$ cat src/sarm_params.svh
// Purpose: constants for the acceleration range monitor
// Assumes: one clock, synchronous active-high reset
// Notes:   register offsets are word indices times four
`ifndef SARM_PARAMS_SVH
`define SARM_PARAMS_SVH

`define SARM_ACC_W          16
`define SARM_NUM_INST       3
`define SARM_NUM_SDI        4
`define SARM_NUM_SDO        4

`define SARM_ADDR_W         8
// per-instance block of four words: base = instance * 0x10
`define SARM_INST_STRIDE    8'h10
`define SARM_OFF_UPPER      8'h00
`define SARM_OFF_LOWER      8'h04
`define SARM_OFF_CTRL       8'h08
`define SARM_OFF_STATE      8'h0c
`define SARM_OFF_IRQ_STAT   8'h30
`define SARM_OFF_IRQ_MASK   8'h34
`define SARM_OFF_SDO_MAP    8'h38

// control word fields
`define SARM_CTRL_FSOE_EN   0
`define SARM_CTRL_SDI_LSB   1
`define SARM_CTRL_SDI_W     3
`define SARM_CTRL_REACT_LSB 4
`define SARM_CTRL_REACT_W   2

`define SARM_RST_UPPER      16'h0001
`define SARM_RST_LOWER      16'h0001
`define SARM_RST_REACT      2'h1
`define SARM_STATE_FAILED   2'h2

`endif

$ cat src/sarm_pkg.sv
// Purpose: types for the acceleration range monitor
// Assumes: sarm_params.svh defines the widths
// Notes:   reaction codes follow the configured selection values
`include "sarm_params.svh"
package sarm_pkg;
    typedef logic signed [`SARM_ACC_W-1:0] sarm_accel_t;
    typedef enum logic [1:0] {
        SARM_REACT_NONE    = 2'h0,
        SARM_REACT_TORQUE  = 2'h1,
        SARM_REACT_STOP1   = 2'h2,
        SARM_REACT_STOP2   = 2'h3
    } sarm_react_t;
    // declaration order fixes the reported encoding: failed reads back as 2
    typedef enum logic [1:0] {
        SARM_ST_IDLE,
        SARM_ST_MONITOR,
        SARM_ST_FAILED
    } sarm_state_t;
endpackage : sarm_pkg

$ cat src/sarm_instance.sv
// Purpose: one acceleration range monitor instance
// Assumes: sample strobe marks each new safe acceleration value
// Notes:   failure latches until deactivated
`include "sarm_params.svh"
module sarm_instance (
    input  wire logic                 clock,
    input  wire logic                 rst,
    input  wire logic                 activate,
    input  wire logic                 sampleValid,
    input  wire sarm_pkg::sarm_accel_t safeAccel,
    input  wire sarm_pkg::sarm_accel_t accelUpperLimit,
    input  wire sarm_pkg::sarm_accel_t accelLowerLimit,
    output logic                      active,
    output logic                      faultActivate,
    output sarm_pkg::sarm_state_t     internalState,
    output logic                      violationPulse
);
    import sarm_pkg::*;

    sarm_state_t state_q;
    logic        fault_q;
    logic        violPulse_q;
    wire         outside = (safeAccel > accelUpperLimit) || (safeAccel < accelLowerLimit);
    wire         hit     = sampleValid && outside;

    always_ff @(posedge clock) begin
        if (rst) begin
            state_q     <= SARM_ST_IDLE;
            fault_q     <= 1'b0;
            violPulse_q <= 1'b0;
        end else begin
            violPulse_q <= 1'b0;
            case (state_q)
                SARM_ST_IDLE: begin
                    fault_q <= 1'b0;
                    if (activate) begin
                        state_q <= SARM_ST_MONITOR;
                    end
                end
                SARM_ST_MONITOR: begin
                    if (!activate) begin
                        state_q <= SARM_ST_IDLE;
                    end else if (hit) begin
                        state_q     <= SARM_ST_FAILED;
                        fault_q     <= 1'b1;
                        violPulse_q <= 1'b1;
                    end
                end
                SARM_ST_FAILED: begin
                    // stays active while the fault reaction runs
                    if (!activate) begin
                        state_q <= SARM_ST_IDLE;
                        fault_q <= 1'b0;
                    end
                end
                default: state_q <= SARM_ST_IDLE;
            endcase
        end
    end

    assign active         = (state_q != SARM_ST_IDLE);
    assign faultActivate  = fault_q;
    assign internalState  = state_q;
    assign violationPulse = violPulse_q;
endmodule : sarm_instance

$ cat src/sarm_monitor.sv
// Purpose: acceleration range monitor, three instances for one axis
// Assumes: register port master as described; safe inputs are asynchronous pins
// Notes:   fault reaction requests are ORed per reaction kind
//
// Summary of operation
// - active instance compares safe acceleration to window, fires reaction when outside.
// - window bounded by separate upper and lower acceleration limits.
// - three independent instances per axis with own limits, source, reaction, status.
// - activation only by fieldbus request or a mapped safe input.
// - measured value comes only from the safe feedback acceleration.
// - each instance outputs active status and a fault activation request.
// - fault activation starts the configured reaction on window violation.
// - reaction selectable; default torque removal (1), else stop one (2), stop two (3) or none (0).
// - after firing the instance stays active, internal state failed (2).
// - two safe outputs carrying active status may pair as dual channel.
`include "sarm_params.svh"
module sarm_monitor (
    input  wire logic                          clock,
    input  wire logic                          rst,
    input  wire logic [`SARM_ADDR_W-1:0]       regAddr,
    input  wire logic [31:0]                   regWdata,
    input  wire logic                          regWrite,
    input  wire logic                          regRead,
    output logic [31:0]                        regRdata,
    input  wire logic                          safeAccelValid,
    input  wire sarm_pkg::sarm_accel_t         safeAccel,
    input  wire logic [`SARM_NUM_INST-1:0]     fsoeActivate,
    input  wire logic [`SARM_NUM_SDI-1:0]      safeInput,
    output logic [`SARM_NUM_INST-1:0]          monitorActiveStatus,
    output logic [`SARM_NUM_INST-1:0]          faultActivate,
    output logic                               safeTorqueRemovalReq,
    output logic                               safeStopOneReq,
    output logic                               safeStopTwoReq,
    output logic [`SARM_NUM_SDO-1:0]           safeOutput,
    output logic                               irq
);
    import sarm_pkg::*;

    localparam int NI = `SARM_NUM_INST;

    // pin synchroniser: first stage feeds only the second
    logic [`SARM_NUM_SDI-1:0] sdiMeta_q;
    logic [`SARM_NUM_SDI-1:0] sdiSync_q;
    always_ff @(posedge clock) begin
        if (rst) begin
            sdiMeta_q <= '0;
            sdiSync_q <= '0;
        end else begin
            sdiMeta_q <= safeInput;
            sdiSync_q <= sdiMeta_q;
        end
    end

    // safe acceleration registered on same clock, valid kept aligned
    sarm_accel_t accel_q;
    logic        accelValid_q;
    always_ff @(posedge clock) begin
        if (rst) begin
            accel_q      <= '0;
            accelValid_q <= 1'b0;
        end else begin
            accel_q      <= safeAccel;
            accelValid_q <= safeAccelValid;
        end
    end

    sarm_accel_t           upper_q [NI];
    sarm_accel_t           lower_q [NI];
    logic [7:0]            ctrl_q  [NI];
    logic [NI-1:0]         irqStat_q;
    logic [NI-1:0]         irqMask_q;
    // per output: [1:0] instance select (3 = off), [2] enable, [3] on an even output pairs the next odd output with it
    logic [15:0]           sdoMap_q;

    logic [NI-1:0]         instActive;
    logic [NI-1:0]         instFault;
    logic [NI-1:0]         instViol;
    logic [NI-1:0]         instAct;
    sarm_state_t           instState [NI];
    logic [NI-1:0]         wrUpper;
    logic [NI-1:0]         wrLower;
    logic [NI-1:0]         wrCtrl;

    wire wrIrqStat = regWrite && (regAddr == `SARM_OFF_IRQ_STAT);
    wire wrIrqMask = regWrite && (regAddr == `SARM_OFF_IRQ_MASK);
    wire wrSdoMap  = regWrite && (regAddr == `SARM_OFF_SDO_MAP);

    genvar gi;
    generate
        for (gi = 0; gi < NI; gi++) begin : g_inst
            localparam logic [7:0] BASE = 8'(gi * `SARM_INST_STRIDE);
            wire [`SARM_CTRL_SDI_W-1:0] sdiSel =
                ctrl_q[gi][`SARM_CTRL_SDI_LSB +: `SARM_CTRL_SDI_W];
            // sdiSel 0 means not used; 1..n picks a safe input
            wire sdiHit = (sdiSel != '0) && (sdiSel <= `SARM_NUM_SDI)
                          && sdiSync_q[2'(sdiSel - 3'h1)];
            assign instAct[gi] = (ctrl_q[gi][`SARM_CTRL_FSOE_EN] && fsoeActivate[gi])
                                 || sdiHit;
            assign wrUpper[gi] = regWrite && (regAddr == BASE + `SARM_OFF_UPPER);
            assign wrLower[gi] = regWrite && (regAddr == BASE + `SARM_OFF_LOWER);
            assign wrCtrl[gi]  = regWrite && (regAddr == BASE + `SARM_OFF_CTRL);

            always_ff @(posedge clock) begin
                if (rst) begin
                    upper_q[gi] <= `SARM_RST_UPPER;
                    lower_q[gi] <= `SARM_RST_LOWER;
                    ctrl_q[gi]  <= {2'h0, `SARM_RST_REACT, 4'h0};
                end else begin
                    if (wrUpper[gi]) upper_q[gi] <= regWdata[`SARM_ACC_W-1:0];
                    if (wrLower[gi]) lower_q[gi] <= regWdata[`SARM_ACC_W-1:0];
                    if (wrCtrl[gi])  ctrl_q[gi]  <= regWdata[7:0];
                end
            end

            sarm_instance u_inst (
                .clock           (clock),
                .rst             (rst),
                .activate        (instAct[gi]),
                .sampleValid     (accelValid_q),
                .safeAccel       (accel_q),
                .accelUpperLimit (upper_q[gi]),
                .accelLowerLimit (lower_q[gi]),
                .active          (instActive[gi]),
                .faultActivate   (instFault[gi]),
                .internalState   (instState[gi]),
                .violationPulse  (instViol[gi])
            );
        end
    endgenerate

    // fault reaction dispatch per selected kind
    logic [NI-1:0] selTorque;
    logic [NI-1:0] selStop1;
    logic [NI-1:0] selStop2;
    always_comb begin
        for (int i = 0; i < NI; i++) begin
            selTorque[i] = ctrl_q[i][`SARM_CTRL_REACT_LSB +: 2] == SARM_REACT_TORQUE;
            selStop1[i]  = ctrl_q[i][`SARM_CTRL_REACT_LSB +: 2] == SARM_REACT_STOP1;
            selStop2[i]  = ctrl_q[i][`SARM_CTRL_REACT_LSB +: 2] == SARM_REACT_STOP2;
        end
    end
    wire reqTorque = |(instFault & selTorque);
    wire reqStop1  = |(instFault & selStop1);
    wire reqStop2  = |(instFault & selStop2);

    // safe output routing; an unmapped output stays low unless it is an odd output paired with its even neighbour
    logic [`SARM_NUM_SDO-1:0] sdoD;
    always_comb begin
        logic [3:0] f;
        f = 4'h0;
        for (int o = 0; o < `SARM_NUM_SDO; o++) begin
            f = sdoMap_q[o*4 +: 4];
            sdoD[o] = f[2] && (f[1:0] != 2'h3) && instActive[f[1:0]];
        end
        // paired outputs: odd follows even so both channels switch together
        for (int o = 1; o < `SARM_NUM_SDO; o += 2) begin
            if (sdoMap_q[(o-1)*4 + 3]) begin
                sdoD[o] = sdoD[o-1];
            end
        end
    end

    // interrupt: set wins over write-one-to-clear
    wire [NI-1:0] irqStatD = (irqStat_q & ~(wrIrqStat ? regWdata[NI-1:0] : '0)) | instViol;

    // read mux
    logic [31:0] rdMux;
    always_comb begin
        rdMux = 32'h0;
        for (int i = 0; i < NI; i++) begin
            if (regAddr == 8'(i * `SARM_INST_STRIDE) + `SARM_OFF_UPPER)
                rdMux = {{(32-`SARM_ACC_W){upper_q[i][`SARM_ACC_W-1]}}, upper_q[i]};
            if (regAddr == 8'(i * `SARM_INST_STRIDE) + `SARM_OFF_LOWER)
                rdMux = {{(32-`SARM_ACC_W){lower_q[i][`SARM_ACC_W-1]}}, lower_q[i]};
            if (regAddr == 8'(i * `SARM_INST_STRIDE) + `SARM_OFF_CTRL)
                rdMux = {24'h0, ctrl_q[i]};
            if (regAddr == 8'(i * `SARM_INST_STRIDE) + `SARM_OFF_STATE)
                rdMux = {28'h0, instFault[i], instActive[i], instState[i]};
        end
        if (regAddr == `SARM_OFF_IRQ_STAT) rdMux = {29'h0, irqStat_q};
        if (regAddr == `SARM_OFF_IRQ_MASK) rdMux = {29'h0, irqMask_q};
        if (regAddr == `SARM_OFF_SDO_MAP)  rdMux = {16'h0, sdoMap_q};
    end

    always_ff @(posedge clock) begin
        if (rst) begin
            irqStat_q            <= '0;
            irqMask_q            <= '0;
            sdoMap_q             <= 16'h0;
            regRdata             <= 32'h0;
            monitorActiveStatus  <= '0;
            faultActivate        <= '0;
            safeTorqueRemovalReq <= 1'b0;
            safeStopOneReq       <= 1'b0;
            safeStopTwoReq       <= 1'b0;
            safeOutput           <= '0;
            irq                  <= 1'b0;
        end else begin
            irqStat_q            <= irqStatD;
            if (wrIrqMask) irqMask_q <= regWdata[NI-1:0];
            if (wrSdoMap)  sdoMap_q  <= regWdata[15:0];
            regRdata             <= regRead ? rdMux : 32'h0;
            monitorActiveStatus  <= instActive;
            faultActivate        <= instFault;
            safeTorqueRemovalReq <= reqTorque;
            safeStopOneReq       <= reqStop1;
            safeStopTwoReq       <= reqStop2;
            safeOutput           <= sdoD;
            irq                  <= |(irqStatD & irqMask_q);
        end
    end
endmodule : sarm_monitor

$ cat config.mk
export PLATFORM = sky130hd
export DESIGN_NAME = sarm_monitor
export DESIGN_NICKNAME = d
export VERILOG_FILES = /design/src/sarm_pkg.sv /design/src/sarm_instance.sv /design/src/sarm_monitor.sv
export VERILOG_INCLUDE_DIRS = /design/src /design/src/src
export SDC_FILE = /design/constraint.sdc
export NUM_CORES = 1
export LEC_CHECK = 0
export BUFFER_PORTS_ARGS = -buffer_cell sky130_fd_sc_hd__buf_2
export CORE_ASPECT_RATIO = 0.8
export CORE_MARGIN = 4
export CORE_UTILIZATION = 60
export CTS_CLUSTER_SIZE = 24
export DETAILED_ROUTE_END_ITERATION = 8
export PLACE_DENSITY_LB_ADDON = 0.1
export RECOVER_POWER = 100
export SYNTH_ARGS = -nofsm -noshare
export SYNTH_HDL_FRONTEND = slang
export SYNTH_SLANG_ARGS = --single-unit
$ cat constraint.sdc
create_clock -name clock -period 5.1 [get_ports clock]
set_input_delay 1.02 -clock clock [delete_from_list [all_inputs] [get_ports clock]]
set_output_delay 1.02 -clock clock [all_outputs]
set_load 0.01 [all_outputs]
==> results of run 1 <==
-- cells in the final DEF, fill, tap and decap left out, types with 24 or more instances in the layout --
cell,synthesis,final
edfxtp_1,120,120
inv_1,115,115
ha_1,96,96
dfxtp_1,90,90
and2_0,0,82
nand2_1,74,75
o21ai_0,57,74
clkbuf_1,20,57
nor2_1,53,55
a21oi_1,52,52
buf_2,24,49
nor2b_1,38,38
nand3_1,28,28
clkbuf_16,0,24
-- critical path, stage by stage --
cell and delay (ns):
clkbuf_1 1.21, nand2_1 0.76, o21bai_1 0.35, clkbuf_1 0.72
-- synthesized netlist by cell type (8+ instances only) --
cell type | count | area, um^2
edfxtp_1 | 120 | 3600
inv_1 | 115 | 432
and2_1 | 104 | 651
ha_1 | 96 | 1200
dfxtp_1 | 90 | 1800
nand2_1 | 74 | 278
o21ai_0 | 57 | 285
nor2_1 | 53 | 199
a21oi_1 | 52 | 260
nor2b_1 | 38 | 238
nand3_1 | 28 | 140
buf_2 | 24 | 120
clkbuf_1 | 20 | 75.1
o21ai_1 | 20 | 100
nand2b_1 | 19 | 119
a211oi_1 | 18 | 135
nor3_1 | 18 | 90.1
a21o_1 | 17 | 128
buf_4 | 17 | 128
mux2i_1 | 17 | 170
a221oi_1 | 13 | 114
a31oi_1 | 12 | 75.1
nor4_1 | 12 | 75.1
o22ai_1 | 12 | 75.1
a22oi_1 | 10 | 75.1
nand4_1 | 10 | 62.6
o21a_1 | 9 | 67.6
nor3b_1 | 8 | 60.1
-- through the flow --
step	instance area, um^2	cells
floorplan	11700	1174
finish	12800	1514
CTS	12900	1514
global route	12800	1514
global placement	12200	1474
detailed placement	12200	1474
-- sequential cells by signal (all words and copies together), names as in the netlist --
signal and flops:
safeTorqueRemovalReq 1, safeOutput 4, safeStopOneReq 1, sdiMeta_q 4, ctrl_q 24, irq 1, lower_q 48, sdiSync_q 4
g_inst.u_inst.internalState 6, accelValid_q 1, g_inst.u_inst.faultActivate 3, irqMask_q 3, regRdata 17, sdoMap_q 16, accel_q 16, faultActivate 3
safeStopTwoReq 1, irqStat_q 3, upper_q 48, monitorActiveStatus 3, g_inst.u_inst.violationPulse 3
-- final timing paths --
kind | from | to | slack [ns] | cells after the start
max | regAddr[2] | lower_q[2][8] | 1.14 | 4
min | sdiMeta_q[1] | sdiSync_q[1] | 0.43 | 1
max reg2reg | accel_q[5] | g_inst[2].u_inst.faultActivate | 2.25 | 7
min reg2reg | sdiMeta_q[1] | sdiSync_q[1] | 0.43 | 1
-- power by group through the flow --
stage                     Sequential (W)  Clock [W]  Combinational (W)
after floorplan                  0.00192          0           0.000270
after detailed placement         0.00195          0           0.000403
after global routing             0.00192    0.00171           0.000452
after CTS                        0.00191    0.00163           0.000406
final                            0.00192    0.00161           0.000406
after global placement           0.00195          0           0.000393
-- cell families (layout without fill, tap and decap cells) --
family                   Yosys count  count (layout)  share of synthesized area
AO/OA/AOI/OAI                    261             261                      0.144
flip-flops                       210             210                      0.464
buffers and inverters            178             260                     0.0653
adder cells (fa/ha/maj)           96              96                      0.103
XOR/XNOR                           4               4                    0.00300
AND/OR/NAND/NOR                  398             398                      0.190
multiplexers                      27              27                     0.0310
-- layer usage --
| layer | up-vias | part of all wire | GRT usage |
|---|---|---|---|
| met5 | - | 0 | 0 |
| met4 | 0 | 0.024 | 0.0666 |
| met3 | 62 | 0.11 | 0.0542 |
| met2 | 425 | 0.41 | 0.422 |
| met1 | 4389 | 0.46 | 0.471 |
| li1 | 4318 | - | - |
-- final cells by class --
cell class / count / area share
clock buffers: 32 / 0.0523
clock inverters: 8 / 0.00469
inverters: 116 / 0.0340
multi-input cells: 786 / 0.425
flip-flops and latches: 210 / 0.422
well taps: 258 / 0.0252
repair buffers: 104 / 0.0368
==> results.md, run 1 <==
* Worst path required time at ~5.2 ns
* Antenna diode count at 0
* Clock Skew at between 0.008 and 0.009 ns
* RePlAce Congestion at 0.972
* Clock power share at 0.410
* Setup violators final at 0
* Logic pwr share at 0.103
* Worst Tran Pin Value at 1.77 ns
* Most used DFF post-synth: edfxtp_1
* Drt total wl at around 32 mm
* First-pass GRT wire length at 49.9 mm
* Vias in the first global route at ~8,700
* Worst setup path category: in -> reg
* Sequential power share at 0.487
* P_sw at 0.000973 W
* Area occupied by multi-input gates at 5450 um^2
* Die H at 133 um
* Clock Latency Late Sink at slightly above 0.5 ns
* Sequential area share after synthesis at 0.464
* Cell variety after synth at 74
* Longest Clk Path Bufs at 3
* Async SR Flop Fraction at 0
* Area growth, synth to finish at 9.90%
* Ratio of cells with drive above 1 in the final layout at 0.0836
* Status: complete, but fails checks
* HP Class: reg -> reg
* I/O pins at about 110
* Core box area at ~19,000 um^2
* CTS resizes at 0
* Max Cap Violations at 2
* # DRC at 0
* Sink Count at 210
* Post-CTS Hold Buffers at 0
* Slew margin rel. at -0.178
* Internal cell power at 0.00296 W
* Final worst setup slack at between 1 and 1.5 ns
* DRT antenna net count at 0
* Mapped Nets at 1,338
* Per-cell routed wire length at 21.3 um
* DP Worst Slack at 1.42 ns
* Seq cells post-synth at 210
* Pwr/cell area at 307 nW/um^2
* Post-DR vias/cell at between 6 and 7
* Initial DRC count at 1,010
* Synth Cell Area at 11,700 um^2
* Syn avg cell area at about 9.9 um^2
* Peak supply drop at approximately 0.21 mV
* CP Launch Type: input port
* Final Cycle Share at 0.776
* CP Capture Type: flop
* Max Clk Rate at 253 MHz
* HPWL after detailed placement at 24.2 mm
* Arr. time, crit path at 4.09 ns
* Design Power at 0.00394 W
* Post-CTS Setup Inserts at 0
* Failing checks: capacitance limit, slew limit
* Synth Warn # at 0
* Leakage at 5.16 nW
* Cell Rows at 45
* CTS H-tree lvls at 1
* CTS root buf: clkbuf_16
* Mapped Cells at 1,174
* Initial core utilization at 0.613
* Layout fillers at 1,553
* Overall via count from detail_route at 9,194
* Clock transition at path regs at 0.06 ns
* Core Util, Final at 0.673
* Overall Global Routing Usage at 0.297
* Hold slack final at 0.434 ns
* Switching Share at 0.247
* I/O Buffers at a little under 100
* Final Slew Violations at 71
* Hold violation count in the final report at 0
* Post-synth EDFFs at 120
* Reg area at 5410 um^2
* NumNets Final at between 1,000 and 1,500
* Maximum fanout along the worst path at 32
* Pin count of the biggest net entering global routing at between 50 and 60
* DRT Pass-1 Iters at 6
* RSZ-0062 raised after global routing: false
* Fin Setup TNS at 0 ns
* Die Wd at 164 um
* Die ar. at 21,700 um^2
* CTS Buf Count at 22
* Initial antenna violation count at 0
* Remaining Overflow, GRT at 0
* CTS tree: yes
* Min Tclk post-route at 3.96 ns
No activity file was read; power rests on OpenSTA's default activity.
==> inputs of run 2 (changes only) <==
- CORE_UTILIZATION: 60 -> 54
- clock period: 5.1 -> 3.5 ns (I/O delays scaled with it)
==> results.md, run 2 (synthesis results as in run 1) <==
* Largest regs: lower_q (48), upper_q (48), ctrl_q (24)
* Core box area at 20,900 um^2 (+10%)
* R2R Setup Slk at 0.84 ns (-1.41 ns)
* Worst Tran Pin Value at 1.08 ns (-0.683 ns)
* # DRC at 0 (unchanged)
* Hold violation count in the final report at 0 (unchanged)
* Status: finished, final reports clean
* DP Worst Slack at 0.574 ns (-0.847 ns)
* Clock transition at path regs at 0.06 ns (about the same)
* RePlAce Congestion at 0.995 (+2.4%)
* RSZ-0062 raised after global routing: false
* Clock Latency Late Sink at 0.51 ns (about the same)
* First-pass GRT wire length at 51.1 mm (+2.4%)
* Initial core utilization at 0.557 (-0.0557)
* DRT antenna net count at 0 (unchanged)
* Min Tclk post-route at 3.02 ns
* Pwr/cell area at 437 nW/um^2 (+42%)
* Post-CTS Setup Inserts at 0 (unchanged)
* Commonest cells after routing, fill and taps aside: edfxtp_1, inv_1, ha_1
* Sink Count at 210 (unchanged)
* Core Util, Final at 0.616 (-0.0578)
* NumNets Final at 1,425 (+1.5%)
* I/O pins at 114 (unchanged)
* Setup violators final at 0 (unchanged)
* Ratio of cells with drive above 1 in the final layout at 0.0924 (+0.00881)
* Maximum fanout along the worst path at 16 (-50%)
* CP Capture Type: flop
* Die H at 139 um (+5.1%)
* Final worst setup slack at 0.478 ns (-0.667 ns)
* Crit path from: regAddr[4]
* Peak supply drop at 0.297 mV (+42%)
* Per-cell routed wire length at 21.7 um (+1.7%)
* Longest Clk Path Bufs at 3 (unchanged)
* Post-CTS Hold Buffers at 0 (unchanged)
* Drt total wl at 33.5 mm (+3.8%)
* Worst setup path category: in -> reg
* CTS root buf: clkbuf_16
* Initial DRC count at 1,035 (+2.5%)
* Clock Skew at 0.0156 ns (+0.00731 ns)
* Overall via count from detail_route at 9,275 (+0.88%)
* Overall Global Routing Usage at 0.278 (-0.0183)
* Design Power at 0.00563 W (+43%)
* Cell Rows at 47 (+4.4%)
* Most common cell after layout, fill and taps aside: edfxtp_1
* Worst path required time at 3.62 ns (-1.61 ns)
* Slew margin rel. at 0.272 (+0.450)
* Hold slack final at 0.405 ns (-0.0286 ns)
* Leakage at 5.24 nW (+1.4%)
* Arr. time, crit path at 3.14 ns (-0.95 ns)
* CTS Buf Count at 22 (unchanged)
* Remaining Overflow, GRT at 0 (unchanged)
* CTS resizes at 0 (unchanged)
* Post-DR vias/cell at 6.00 (-1.2%)
* Max Clk Rate at 331 MHz
* CP Launch Type: input port
* HPWL after detailed placement at 25.2 mm (+4.2%)
* CTS H-tree lvls at 1 (unchanged)
* I/O Buffers at 97 (unchanged)
* HP Class: in -> reg
* Area growth, synth to finish at 10.5%
* Max Cap Violations at 0 (-2)
* Final Cycle Share at 0.863
* Final Slew Violations at 0 (-100%)
* Die Wd at 172 um (+5.1%)
* Initial antenna violation count at 0 (unchanged)
* CTS tree: yes
* Antenna diode count at 0 (unchanged)
* Critical path endpoint: lower_q[0][10]
* DRT Pass-1 Iters at 5 (-1)
* Worst Reg-to-Reg Cells at 8 (+1)
* Die ar. at 24,000 um^2 (+10%)
* R2r startpoint: accel_q[13]
* Pin count of the biggest net entering global routing at 48 (-11%)
* Vias in the first global route at 8,946 (+3.0%)
* Fin Setup TNS at 0 ns (unchanged)
* RR Endpoint: g_inst[1].u_inst.faultActivate
[run 2: cell types whose count changed in the layout (fill, tap and decap cells not counted), moves of 3 or more]
cell | previous run | this run
and2_0 | 82 | 58
clkbuf_8 | 4 | 1
buf_4 | 1 | 17
clkbuf_1 | 57 | 66
and2_1 | 22 | 46
[run 2: power by group]
group / switching, W / leakage (nW) / internal, W
combinational: 0.000381 / 3.03 / 0.000224
clock: 0.000961 / 0.335 / 0.00127
sequential: 0.0000888 / 1.88 / 0.00270
[run 2: worst min-delay path by stage]
stage	from	end	slack (ns)	cells after the start
6_report	safeAccel[13]	accel_q[13]	0.41	2
5_1_grt	safeAccel[2]	accel_q[2]	0.41	2
4_1_cts	safeInput[2]	sdiMeta_q[2]	0.40	2
3_5_place_dp	sdiMeta_q[1]	sdiSync_q[1]	0.42	1
3_3_place_gp	sdiMeta_q[1]	sdiSync_q[1]	0.42	1
2_1_floorplan	sdiMeta_q[0]	sdiSync_q[0]	0.41	1
[run 2: stage by stage]
stage               std cells  area, um^2
floorplan                1174       11700
global placement         1506       12400
detailed placement       1506       12400
CTS                      1546       13100
global route             1546       12900
finish                   1546       12900
[run 2: final cells by class]
| cell class | instances | area [um^2] |
|---|---|---|
| fill | 1799 | 8050 |
| clock inverter | 8 | 41.3 |
| sequential | 210 | 5410 |
| clock buffer | 32 | 641 |
| inverter | 116 | 435 |
| multi-input combinational | 786 | 5430 |
| timing repair buffer | 125 | 594 |
| tap | 269 | 337 |
[run 2: metal layers]
| layer | global-route usage | share of wire | vias to the layer above |
|---|---|---|---|
| met1 | 0.427 | 0.46 | 4414 |
| met3 | 0.0714 | 0.11 | 50 |
| met4 | 0.0591 | 0.017 | 0 |
| met5 | 0 | 0 | - |
| met2 | 0.399 | 0.42 | 452 |
| li1 | - | - | 4359 |
[run 2: critical path, stage by stage]
cell	delay, ns
clkbuf_1	0.28
clkbuf_1	0.49
nor2_2	0.29
nand2_1	0.37
o21bai_1	0.25
clkbuf_1	0.75
